## src/rtl/epd_serial_pkg.sv

```systemverilog
/*
 * Shared constants of the host serial port and the temperature-sensor master:
 * frame lengths, reset values, port states and sensor bus timing.
 * Assumes a 100 MHz system clock that is much faster than the host serial clock.
 */
package epd_serial_pkg;

    localparam int CLK_PERIOD_NS = 10;

    // Last bit index of a frame: 8-bit frames in 4-wire, 9-bit in 3-wire
    localparam logic [3:0] LAST_BIT_4WIRE = 4'h7;
    localparam logic [3:0] LAST_BIT_3WIRE = 4'h8;
    localparam logic [3:0] BIT_COUNT_RESET = 4'h0;
    localparam logic [7:0] BYTE_RESET = 8'h00;
    localparam logic [2:0] SYNC_RESET = 3'h7;

    typedef enum logic [1:0] {
        PS_IDLE = 2'b00,
        PS_SHIFT = 2'b01,
        PS_READ = 2'b11
    } portState_t;

    // Sensor bus: one bit takes four quarter phases
    localparam int SENSOR_BIT_NS = 10000;
    localparam int SENSOR_QUARTER_CYCLES = SENSOR_BIT_NS / 4 / CLK_PERIOD_NS;
    localparam logic [8:0] QUARTER_LAST = 9'(SENSOR_QUARTER_CYCLES - 1);
    localparam logic [3:0] SENSOR_ACK_BIT = 4'h8;
    localparam logic [1:0] SENSOR_LAST_BYTE = 2'h2;
    localparam logic [6:0] SENSOR_ADDR_DEFAULT = 7'h48;

    typedef enum logic [2:0] {
        SN_IDLE = 3'b000,
        SN_START = 3'b001,
        SN_BITS = 3'b011,
        SN_STOP = 3'b010
    } sensorState_t;

endpackage : epd_serial_pkg

```

## src/rtl/sensor_i2c_master.sv

```systemverilog
/*
 * Bus master that reads two bytes from the external temperature sensor.
 * Assumes an external pull-up on the sensor data line and a sensor that answers
 * a read of its address with a high byte then a low byte.
 */
module sensor_i2c_master #(
    parameter logic [6:0] SENSOR_ADDR = epd_serial_pkg::SENSOR_ADDR_DEFAULT
) (
    // System
    input wire logic clk,
    input wire logic rst_n,
    // Request and result
    input wire logic start,
    output logic active,
    output logic [15:0] reading,
    // Sensor pins
    output logic sensorI2cClock,
    input wire logic sensorI2cDataIn,
    output logic sensorI2cDataOut,
    output logic sensorI2cDataOe_n
);

    typedef struct packed {
        epd_serial_pkg::sensorState_t st;
        logic [8:0] div;
        logic [1:0] quarter;
        logic [3:0] bitIdx;
        logic [1:0] byteIdx;
        logic [2:0] sdaSync;
        logic sdaLvl;
        logic [15:0] shiftIn;
        logic [15:0] result;
        logic sclOut;
        logic releaseSda;
    } sensorRegs_t;

    sensorRegs_t s_reg;
    sensorRegs_t s_next;
    logic tick;
    logic [7:0] addrByte;
    logic txBit;

    assign addrByte = {SENSOR_ADDR, 1'b1};
    assign tick = (s_reg.div == epd_serial_pkg::QUARTER_LAST);

    always_comb
    begin
        s_next = s_reg;
        s_next.sdaSync = {s_reg.sdaSync[1:0], sensorI2cDataIn};
        if (s_reg.sdaSync[1] == s_reg.sdaSync[2])
        begin
            s_next.sdaLvl = s_reg.sdaSync[2];
        end
        s_next.div = tick ? 9'h000 : s_reg.div + 9'h001;
        // Address bits, then released reads; master acks the first read only
        if (s_reg.byteIdx == 2'h0)
        begin
            txBit = (s_reg.bitIdx == epd_serial_pkg::SENSOR_ACK_BIT) ? 1'b1
                : addrByte[3'(7 - s_reg.bitIdx)];
        end
        else if (s_reg.bitIdx == epd_serial_pkg::SENSOR_ACK_BIT)
        begin
            txBit = (s_reg.byteIdx == epd_serial_pkg::SENSOR_LAST_BYTE);
        end
        else
        begin
            txBit = 1'b1;
        end
        case (s_reg.st)
            epd_serial_pkg::SN_IDLE:
            begin
                s_next.sclOut = 1'b1;
                s_next.releaseSda = 1'b1;
                s_next.quarter = 2'h0;
                if (start)
                begin
                    s_next.st = epd_serial_pkg::SN_START;
                    s_next.div = 9'h000;
                end
            end
            epd_serial_pkg::SN_START:
            begin
                if (tick)
                begin
                    s_next.quarter = s_reg.quarter + 2'h1;
                    if (s_reg.quarter == 2'h1)
                    begin
                        s_next.releaseSda = 1'b0;
                    end
                    if (s_reg.quarter == 2'h3)
                    begin
                        s_next.sclOut = 1'b0;
                        s_next.st = epd_serial_pkg::SN_BITS;
                        s_next.bitIdx = 4'h0;
                        s_next.byteIdx = 2'h0;
                    end
                end
            end
            epd_serial_pkg::SN_BITS:
            begin
                if (tick)
                begin
                    s_next.quarter = s_reg.quarter + 2'h1;
                    case (s_reg.quarter)
                        2'h0: s_next.releaseSda = txBit;
                        2'h1: s_next.sclOut = 1'b1;
                        2'h2:
                        begin
                            if (s_reg.byteIdx != 2'h0 &&
                                s_reg.bitIdx != epd_serial_pkg::SENSOR_ACK_BIT)
                            begin
                                s_next.shiftIn = {s_reg.shiftIn[14:0], s_reg.sdaLvl};
                            end
                        end
                        default:
                        begin
                            s_next.sclOut = 1'b0;
                            s_next.bitIdx = s_reg.bitIdx + 4'h1;
                            if (s_reg.bitIdx == epd_serial_pkg::SENSOR_ACK_BIT)
                            begin
                                s_next.bitIdx = 4'h0;
                                s_next.byteIdx = s_reg.byteIdx + 2'h1;
                                if (s_reg.byteIdx == epd_serial_pkg::SENSOR_LAST_BYTE)
                                begin
                                    s_next.st = epd_serial_pkg::SN_STOP;
                                end
                            end
                        end
                    endcase
                end
            end
            epd_serial_pkg::SN_STOP:
            begin
                if (tick)
                begin
                    s_next.quarter = s_reg.quarter + 2'h1;
                    case (s_reg.quarter)
                        2'h0: s_next.releaseSda = 1'b0;
                        2'h1: s_next.sclOut = 1'b1;
                        2'h2: s_next.releaseSda = 1'b1;
                        default:
                        begin
                            s_next.st = epd_serial_pkg::SN_IDLE;
                            s_next.result = s_reg.shiftIn;
                        end
                    endcase
                end
            end
            default: s_next.st = epd_serial_pkg::SN_IDLE;
        endcase
    end

    always_ff @(posedge clk or negedge rst_n)
    begin
        if (!rst_n)
        begin
            s_reg <= '{st: epd_serial_pkg::SN_IDLE, sdaSync: epd_serial_pkg::SYNC_RESET,
                sdaLvl: 1'b1, sclOut: 1'b1, releaseSda: 1'b1, default: '0};
        end
        else
        begin
            s_reg <= s_next;
        end
    end

    // Data line open drain: only ever pulls low, never drives high; clock driven both ways
    assign active = (s_reg.st != epd_serial_pkg::SN_IDLE);
    assign reading = s_reg.result;
    assign sensorI2cClock = s_reg.sclOut;
    assign sensorI2cDataOut = 1'b0;
    assign sensorI2cDataOe_n = s_reg.releaseSda;

    sensor_stop_a: assert property (@(posedge clk) disable iff (!rst_n)
        (s_reg.st == epd_serial_pkg::SN_IDLE) |-> (sensorI2cClock && sensorI2cDataOe_n))
        else $error("sensor lines not released while idle");

endmodule : sensor_i2c_master

```

## src/rtl/epd_host_serial_port.sv

```systemverilog
/*
 * Host serial port of the display controller: receives command and data bytes
 * in 4-wire or 3-wire form, returns read bytes, and drives the busy pin.
 * Assumes every pin is asynchronous to clk and the serial clock is at most
 * 20 MHz, so each serial clock level lasts at least two system clocks.
 */
// Notes on behaviour
// - Serial traffic is taken only while chip select is low.
// - In 4-wire mode data/command pin high means data, low means command.
// - Reset pin is active low and clears the port.
// - Busy is high during waveform output and sensor communication.
// - Strap low selects 4-wire 8-bit frames, high selects 3-wire 9-bit.
// - 4-wire bits shift in on rising serial clock, bit 7 first.
// - A complete byte goes to the data or command path by its qualifier.
// - 3-wire frame: qualifier bit first, then bits 7 down to 0.
// - 3-wire qualifier 0 means command, 1 means data.
// - Device returns read data on the data line; reads at most 2.5 MHz.
// - Device masters the sensor bus: drives its clock, shares its data line.
module epd_host_serial_port (
    // System
    input wire logic clk,
    input wire logic rst_n,
    // Host pins
    input wire logic reset_low_input_n,
    input wire logic interfaceWidthStrap,
    input wire logic chipSelect_n,
    input wire logic serialClock,
    input wire logic dataCommandSel,
    input wire logic serialDataIn,
    output logic serialDataOut,
    output logic serialDataOe_n,
    output logic busy,
    // Received bytes
    output logic [7:0] byteData,
    output logic commandValid,
    output logic dataValid,
    // Read return
    input wire logic readLoad,
    input wire logic [7:0] readData,
    // Busy sources
    input wire logic waveformActive,
    input wire logic sensorStart,
    output logic [15:0] sensorReading,
    // Sensor pins
    output logic sensorI2cClock,
    input wire logic sensorI2cDataIn,
    output logic sensorI2cDataOut,
    output logic sensorI2cDataOe_n
);

    typedef struct packed {
        logic [2:0] csSync;
        logic [2:0] sckSync;
        logic [2:0] sdiSync;
        logic [2:0] dcSync;
        logic [2:0] rstSync;
        logic [2:0] strapSync;
        logic csLvl;
        logic sckLvl;
        logic sdiLvl;
        logic dcLvl;
        logic rstLvl;
        logic strapLvl;
        epd_serial_pkg::portState_t mode;
        logic [3:0] bitCnt;
        logic [7:0] shiftReg;
        logic [7:0] byteOut;
        logic cmdStrobe;
        logic dataStrobe;
        logic [7:0] readShift;
        logic busyOut;
    } portRegs_t;

    portRegs_t p_reg;
    portRegs_t p_next;
    logic sensorActive;
    logic sckRise;
    logic sckFall;
    logic csRise;
    logic lastBit;
    logic qualifier;

    // Counts a change only once the second and third stages agree
    function automatic logic filtered(input logic [2:0] sync, input logic prev);
        filtered = (sync[1] == sync[2]) ? sync[2] : prev;
    endfunction : filtered

    always_comb
    begin
        p_next = p_reg;
        p_next.csSync = {p_reg.csSync[1:0], chipSelect_n};
        p_next.sckSync = {p_reg.sckSync[1:0], serialClock};
        p_next.sdiSync = {p_reg.sdiSync[1:0], serialDataIn};
        p_next.dcSync = {p_reg.dcSync[1:0], dataCommandSel};
        p_next.rstSync = {p_reg.rstSync[1:0], reset_low_input_n};
        p_next.strapSync = {p_reg.strapSync[1:0], interfaceWidthStrap};
        p_next.csLvl = filtered(p_reg.csSync, p_reg.csLvl);
        p_next.sckLvl = filtered(p_reg.sckSync, p_reg.sckLvl);
        p_next.sdiLvl = filtered(p_reg.sdiSync, p_reg.sdiLvl);
        p_next.dcLvl = filtered(p_reg.dcSync, p_reg.dcLvl);
        p_next.rstLvl = filtered(p_reg.rstSync, p_reg.rstLvl);
        p_next.strapLvl = filtered(p_reg.strapSync, p_reg.strapLvl);
        sckRise = !p_reg.sckLvl && p_next.sckLvl;
        sckFall = p_reg.sckLvl && !p_next.sckLvl;
        csRise = !p_reg.csLvl && p_next.csLvl;
        lastBit = (p_reg.bitCnt == (p_reg.strapLvl ? epd_serial_pkg::LAST_BIT_3WIRE
            : epd_serial_pkg::LAST_BIT_4WIRE));
        // In 3-wire form the first bit has reached bit 7 by the last edge
        qualifier = p_reg.strapLvl ? p_reg.shiftReg[7] : p_reg.dcLvl;
        p_next.cmdStrobe = 1'b0;
        p_next.dataStrobe = 1'b0;
        p_next.busyOut = waveformActive || sensorActive;
        case (p_reg.mode)
            epd_serial_pkg::PS_IDLE:
            begin
                p_next.bitCnt = epd_serial_pkg::BIT_COUNT_RESET;
                if (!p_reg.csLvl)
                begin
                    p_next.mode = epd_serial_pkg::PS_SHIFT;
                end
            end
            epd_serial_pkg::PS_SHIFT:
            begin
                if (csRise || p_reg.csLvl)
                begin
                    p_next.mode = epd_serial_pkg::PS_IDLE;
                    p_next.bitCnt = epd_serial_pkg::BIT_COUNT_RESET;
                end
                else if (sckRise)
                begin
                    p_next.shiftReg = {p_reg.shiftReg[6:0], p_reg.sdiLvl};
                    p_next.bitCnt = p_reg.bitCnt + 4'h1;
                    if (lastBit)
                    begin
                        p_next.bitCnt = epd_serial_pkg::BIT_COUNT_RESET;
                        p_next.byteOut = {p_reg.shiftReg[6:0], p_reg.sdiLvl};
                        p_next.dataStrobe = qualifier;
                        p_next.cmdStrobe = !qualifier;
                    end
                end
            end
            epd_serial_pkg::PS_READ:
            begin
                // Next bit is presented on the falling edge for the host's rising edge
                // Often loaded while select is still high, so only a rising select or the reset pin ends it
                if (csRise)
                begin
                    p_next.mode = epd_serial_pkg::PS_IDLE;
                end
                else if (sckFall)
                begin
                    p_next.readShift = {p_reg.readShift[6:0], 1'b0};
                end
            end
            default: p_next.mode = epd_serial_pkg::PS_IDLE;
        endcase
        if (readLoad && p_reg.mode != epd_serial_pkg::PS_READ)
        begin
            p_next.readShift = readData;
            p_next.mode = epd_serial_pkg::PS_READ;
            p_next.bitCnt = epd_serial_pkg::BIT_COUNT_RESET;
        end
        if (!p_reg.rstLvl)
        begin
            p_next.mode = epd_serial_pkg::PS_IDLE;
            p_next.bitCnt = epd_serial_pkg::BIT_COUNT_RESET;
            p_next.shiftReg = epd_serial_pkg::BYTE_RESET;
            p_next.cmdStrobe = 1'b0;
            p_next.dataStrobe = 1'b0;
        end
    end

    always_ff @(posedge clk or negedge rst_n)
    begin
        if (!rst_n)
        begin
            p_reg <= '{csSync: epd_serial_pkg::SYNC_RESET, rstSync: epd_serial_pkg::SYNC_RESET,
                csLvl: 1'b1, rstLvl: 1'b1, mode: epd_serial_pkg::PS_IDLE, default: '0};
        end
        else
        begin
            p_reg <= p_next;
        end
    end

    sensor_i2c_master sensor (
        .clk(clk),
        .rst_n(rst_n),
        .start(sensorStart && p_reg.rstLvl),
        .active(sensorActive),
        .reading(sensorReading),
        .sensorI2cClock(sensorI2cClock),
        .sensorI2cDataIn(sensorI2cDataIn),
        .sensorI2cDataOut(sensorI2cDataOut),
        .sensorI2cDataOe_n(sensorI2cDataOe_n)
    );

    assign byteData = p_reg.byteOut;
    assign commandValid = p_reg.cmdStrobe;
    assign dataValid = p_reg.dataStrobe;
    assign busy = p_reg.busyOut;
    assign serialDataOut = p_reg.readShift[7];
    assign serialDataOe_n = !(p_reg.mode == epd_serial_pkg::PS_READ && !p_reg.csLvl);

    cs_gates_bytes_a: assert property (@(posedge clk) disable iff (!rst_n)
        (commandValid || dataValid) |-> $past(!p_reg.csLvl))
        else $error("byte accepted with chip select high");

    four_wire_route_a: assert property (@(posedge clk) disable iff (!rst_n)
        (commandValid || dataValid) && $past(!p_reg.strapLvl)
        |-> dataValid == $past(p_reg.dcLvl))
        else $error("4-wire byte routed against data/command pin");

    pin_reset_clears_a: assert property (@(posedge clk) disable iff (!rst_n)
        !p_reg.rstLvl |=> p_reg.bitCnt == 4'h0 && !commandValid && !dataValid)
        else $error("reset pin did not clear the port");

    busy_tracks_a: assert property (@(posedge clk) disable iff (!rst_n)
        (waveformActive || sensorActive) |=> busy)
        else $error("busy low during waveform or sensor activity");

    frame_length_a: assert property (@(posedge clk) disable iff (!rst_n)
        (commandValid || dataValid)
        |-> $past(p_reg.bitCnt) == ($past(p_reg.strapLvl) ? 4'h8 : 4'h7))
        else $error("frame length does not match strap");

    msb_first_a: assert property (@(posedge clk) disable iff (!rst_n)
        (commandValid || dataValid)
        |-> byteData == {$past(p_reg.shiftReg[6:0]), $past(p_reg.sdiLvl)})
        else $error("received byte not assembled msb first");

    one_route_a: assert property (@(posedge clk) disable iff (!rst_n)
        !(commandValid && dataValid))
        else $error("byte sent to both command and data paths");

    three_wire_flag_a: assert property (@(posedge clk) disable iff (!rst_n)
        (commandValid || dataValid) && $past(p_reg.strapLvl)
        |-> dataValid == $past(p_reg.shiftReg[7]))
        else $error("3-wire qualifier misrouted");

    partial_drop_a: assert property (@(posedge clk) disable iff (!rst_n)
        (p_reg.mode == epd_serial_pkg::PS_SHIFT) && p_reg.csLvl
        |=> p_reg.bitCnt == 4'h0 && !commandValid && !dataValid)
        else $error("partial frame kept after chip select rose");

    read_drive_a: assert property (@(posedge clk) disable iff (!rst_n)
        !serialDataOe_n |-> !p_reg.csLvl && !commandValid && !dataValid)
        else $error("data line driven outside a read");

endmodule : epd_host_serial_port

```

## config.mk

```make
export PLATFORM = sky130hd
export DESIGN_NAME = epd_host_serial_port
export DESIGN_NICKNAME = d
export VERILOG_FILES = /design/src/rtl/epd_serial_pkg.sv /design/src/rtl/sensor_i2c_master.sv /design/src/rtl/epd_host_serial_port.sv
export SDC_FILE = /design/constraint.sdc
export NUM_CORES = 1
export LEC_CHECK = 0
export BUFFER_PORTS_ARGS = -buffer_cell sky130_fd_sc_hd__buf_2
export CAP_MARGIN = 20
export CORE_MARGIN = 8
export CORE_UTILIZATION = 40
export CTS_CLUSTER_SIZE = 40
export DETAILED_ROUTE_END_ITERATION = 8
export PLACE_DENSITY_LB_ADDON = 0.2
export SYNTH_ARGS = -nofsm -noshare
export SYNTH_HDL_FRONTEND = slang
export SYNTH_SLANG_ARGS = --single-unit
```

## constraint.sdc

```tcl
create_clock -name clk -period 2 [get_ports clk]
set_input_delay 0.1 -clock clk [delete_from_list [all_inputs] [get_ports clk]]
set_output_delay 0.1 -clock clk [all_outputs]
set_load 0.01 [all_outputs]
```

==> impl_metrics.py <==
metrics = {
    "outcome": {
        "status": "finished clean",
    },
    "clock_network": {
        "numClockSinks": 114,
        "clk_latency_ns": 0.40,
        "cts_buffer_depth": 2,
        "root_buffer": "clkbuf_16",
        "numCtsBuffers": 17,
        "cts_tree": "yes",
        "cts_max_level": 4,
        "clkTransAtPathRegs_ns": 0.05,
    },
    "cells_and_area": {
        "layout.nets": 478,
        "largest_reg_flops": 37,
        "area_delta_synth_final_pct": 22.23,
        "drive_gt1_share_pct": 34.42,
        "n_antenna_cell": 0,
    },
    "yosys": {
        "ys_seq_area_share_pct": 56.80,
        "syn_inst": 388,
        "syn_area_per_cell_um2": 13.02,
        "syn_area_um2": 5054,
        "async_flop_share_pct": 100.0,
        "syn-num-nets": 419,
        "synth_ff_type": "dfrtp_1",
        "synth_edf_count": 0,
        "ys_ff_latch": 114,
        "yosysUniqueCellTypes": 58,
        "yosysWarnings": 0,
    },
    "drt": {
        "avgRoutedWirePerCell_um": 14.07,
        "drtIter0Drc": 106,
        "drt.antenna.violating_nets": 0,
        "first_pass_iters": 4,
        "via_per_inst": 4.794,
        "drc": 0,
        "vias": 3025,
        "drt-total-wl_mm": 8.877,
    },
    "critical_path": {
        "critPathRequiredTime_ns": 2.28,
        "endpoint_kind": "flop",
        "start_kind": "flop",
        "crit_type": "flop to flop",
        "worstPathArrival_ns": 2.13,
        "path_max_fanout": 8,
    },
    "global_route": {
        "gr-usage-met3_pct": 4.013,
        "overflow": 0,
        "antenna_found_initial": 0,
        "grt_pass1_vias": 3091,
        "busiest_layer": "met2",
        "grt_max_degree": 43,
        "grt_pass1_wl_mm": 15.18,
        "use_met1_pct": 14.40,
        "grtUsageTotal_pct": 11.81,
        "met2_usage_pct": 17.95,
    },
    "sta": {
        "rsz0062_at_grt": "false",
        "finalSetupTns_ns": 0,
        "fin_crit_sh_pct": 92.11,
        "final_hold_viol_count": 0,
        "setup_violations": 0,
        "slew_viol_final": 0,
        "fmax_mhz": 542.9,
        "finalClockSkew_ns": 0.005968,
        "finalCriticalPeriod_ns": 1.842,
    },
    "power": {
        "power.density_nw_per_um2": 995.3,
        "ir_drop_uv": 444.7,
        "total_power_mw": 6.148,
        "p_leak_nw": 3.033,
    },
    "job": {
        "drv_cap": 0,
    },
    "die": {
        "core_area_um2": 12470,
        "num_io_pins": 52,
        "initial_core_util_pct": 40.54,
        "die_h_um": 128.4,
        "rows": 41,
        "fp.dieArea_um2": 16490,
        "die-width_um": 128.4,
    },
    "worst_hold_path": {
        "hold_class": "input pin to flop",
    },
    "placement": {
        "globalplace.congestion": 0.7571,
        "dpl.hpwl_mm": 6.057,
        "io_buffers": 50,
    },
}
==> critical path: stages, from the launching register on <==
cell	delay [ns]
dfrtp_1	0.38
inv_1	0.07
ha_1	0.22
and3b_2	0.26
nor3_4	0.29
nand3_4	0.19
mux2_2	0.31
==> what timing repair did <==
item                                   CTS  global route
resized for setup                        0             2
hold buffers                            17             0
endpoints found under the hold margin   47             0
buffers inserted                         0             0
setup endpoints to repair                0            13
==> synth_stat cells (all sizes together), types with 3 or more instances <==
library cell  count  share of area, %
a21oi             8              0.79
a22o              6               1.0
and3              5              0.62
buf              31               4.6
clkbuf            6              0.45
dfrtp           100                50
dfstp            14               7.3
ha               11               2.7
inv              11              0.82
maj3              7               1.4
mux2             43                10
mux2i            18               3.6
nand2            21               1.6
nand2b            3              0.37
nand3             9               1.1
nand3b            3              0.45
nand4             3              0.97
nor2             20               2.0
nor2b             8              0.99
nor3b             3              0.45
nor4b             3              0.52
o21ai            16               1.6
or3               3              0.37
xnor2             4              0.69
xor2              3              0.52
==> through the flow <==
step	utilization, %	area [um^2]	hold WS, ns	worst slack, ns	instances
after floorplan	-	5054	-0.1956	0.2174	388
after global placement	43.11	5374	0.08002	0.1671	582
after detailed placement	43.11	5374	0.08322	0.1128	582
after CTS	49.36	6153	0.06599	0.1033	630
after global routing	49.55	6177	0.1094	0.01839	631
final	49.55	6177	0.08374	0.1579	631
==> worst paths after layout <==
check / startpoint / endpoint / slack, ns / depth (start not counted)
setup / recovery: sensor.s_reg[40]$_DFFE_PN0P_ / sensor.s_reg[33]$_DFFE_PN0P_ / 0.16 / 6
hold / removal: readLoad / p_reg[31]$_DFFE_PN0P_ / 0.08 / 3
setup reg to reg: sensor.s_reg[40]$_DFFE_PN0P_ / sensor.s_reg[33]$_DFFE_PN0P_ / 0.16 / 6
hold reg to reg: p_next[40]$_DFF_PN0_ / p_next[41]$_DFF_PN0_ / 0.35 / 0
max in group asynchronous: rst_n / sensor.s_next[37]$_DFF_PN1_ / 1.17 / 3
min in group asynchronous: rst_n / p_reg[4]$_DFFE_PN0P_ / 0.19 / 2
==> placed cells by master (no fill, tap or decap), types with 2 or more instances in the layout <==
master	n
a21oi_1	8
a22o_1	6
and3_1	5
buf_12	3
buf_2	49
buf_4	7
bufinv_16	3
clkbuf_1	4
clkbuf_16	17
clkbuf_8	5
clkinv_2	2
dfrtp_1	100
dfstp_2	14
dlygate4sd3_1	17
ha_1	11
inv_1	11
maj3_1	7
mux2_2	33
mux2_4	10
mux2i_1	18
nand2_1	21
nand2b_1	3
nand3_1	8
nand3_4	2
nand3b_1	3
nand4_4	2
nor2_1	18
nor2b_1	8
nor3b_1	3
nor4b_1	3
o211ai_1	2
o21ai_0	16
o22ai_1	2
o31ai_1	2
or3_1	3
xnor2_1	4
xor2_1	3
==> routing by layer <==
| metal | up-vias | share of wire [%] |
|---|---|---|
| met4 | 0 | 2.2 |
| met1 | 1495 | 46 |
| met5 | - | 0 |
| met2 | 52 | 48 |
| met3 | 18 | 4.4 |
| li1 | 1460 | - |
==> cell families (layout without fill, tap and decap cells) <==
kind of cell	Yosys count	count (layout)	synth area share (%)
mux	61	61	13.89
compound gates	49	49	6.784
simple gates	90	91	11.32
fa+ha+maj	18	18	4.110
buf+inv	48	118	5.818
other cells	1	1	0.07420
flops	114	114	56.80
xor+xnor	7	7	1.213
==> power by group <==
| part | internal [mW] | total (mW) | switching [mW] |
|---|---|---|---|
| Clock | 2.11 | 3.08 | 0.968 |
| Combinational | 0.221 | 0.440 | 0.219 |
| Sequential | 2.47 | 2.63 | 0.159 |
| Total | 4.80 | 6.15 | 1.35 |
==> area by class of cell <==
type | count | area [um^2]
sequential | 114 | 2870
fill | 1111 | 6289
inverter | 11 | 41.29
clock inverter | 5 | 100.1
timing repair buffer | 76 | 528.0
multi-input combinational | 227 | 1913
clock buffer | 26 | 509.2
tap | 172 | 215.2
(Power assumes the default switching activity.)
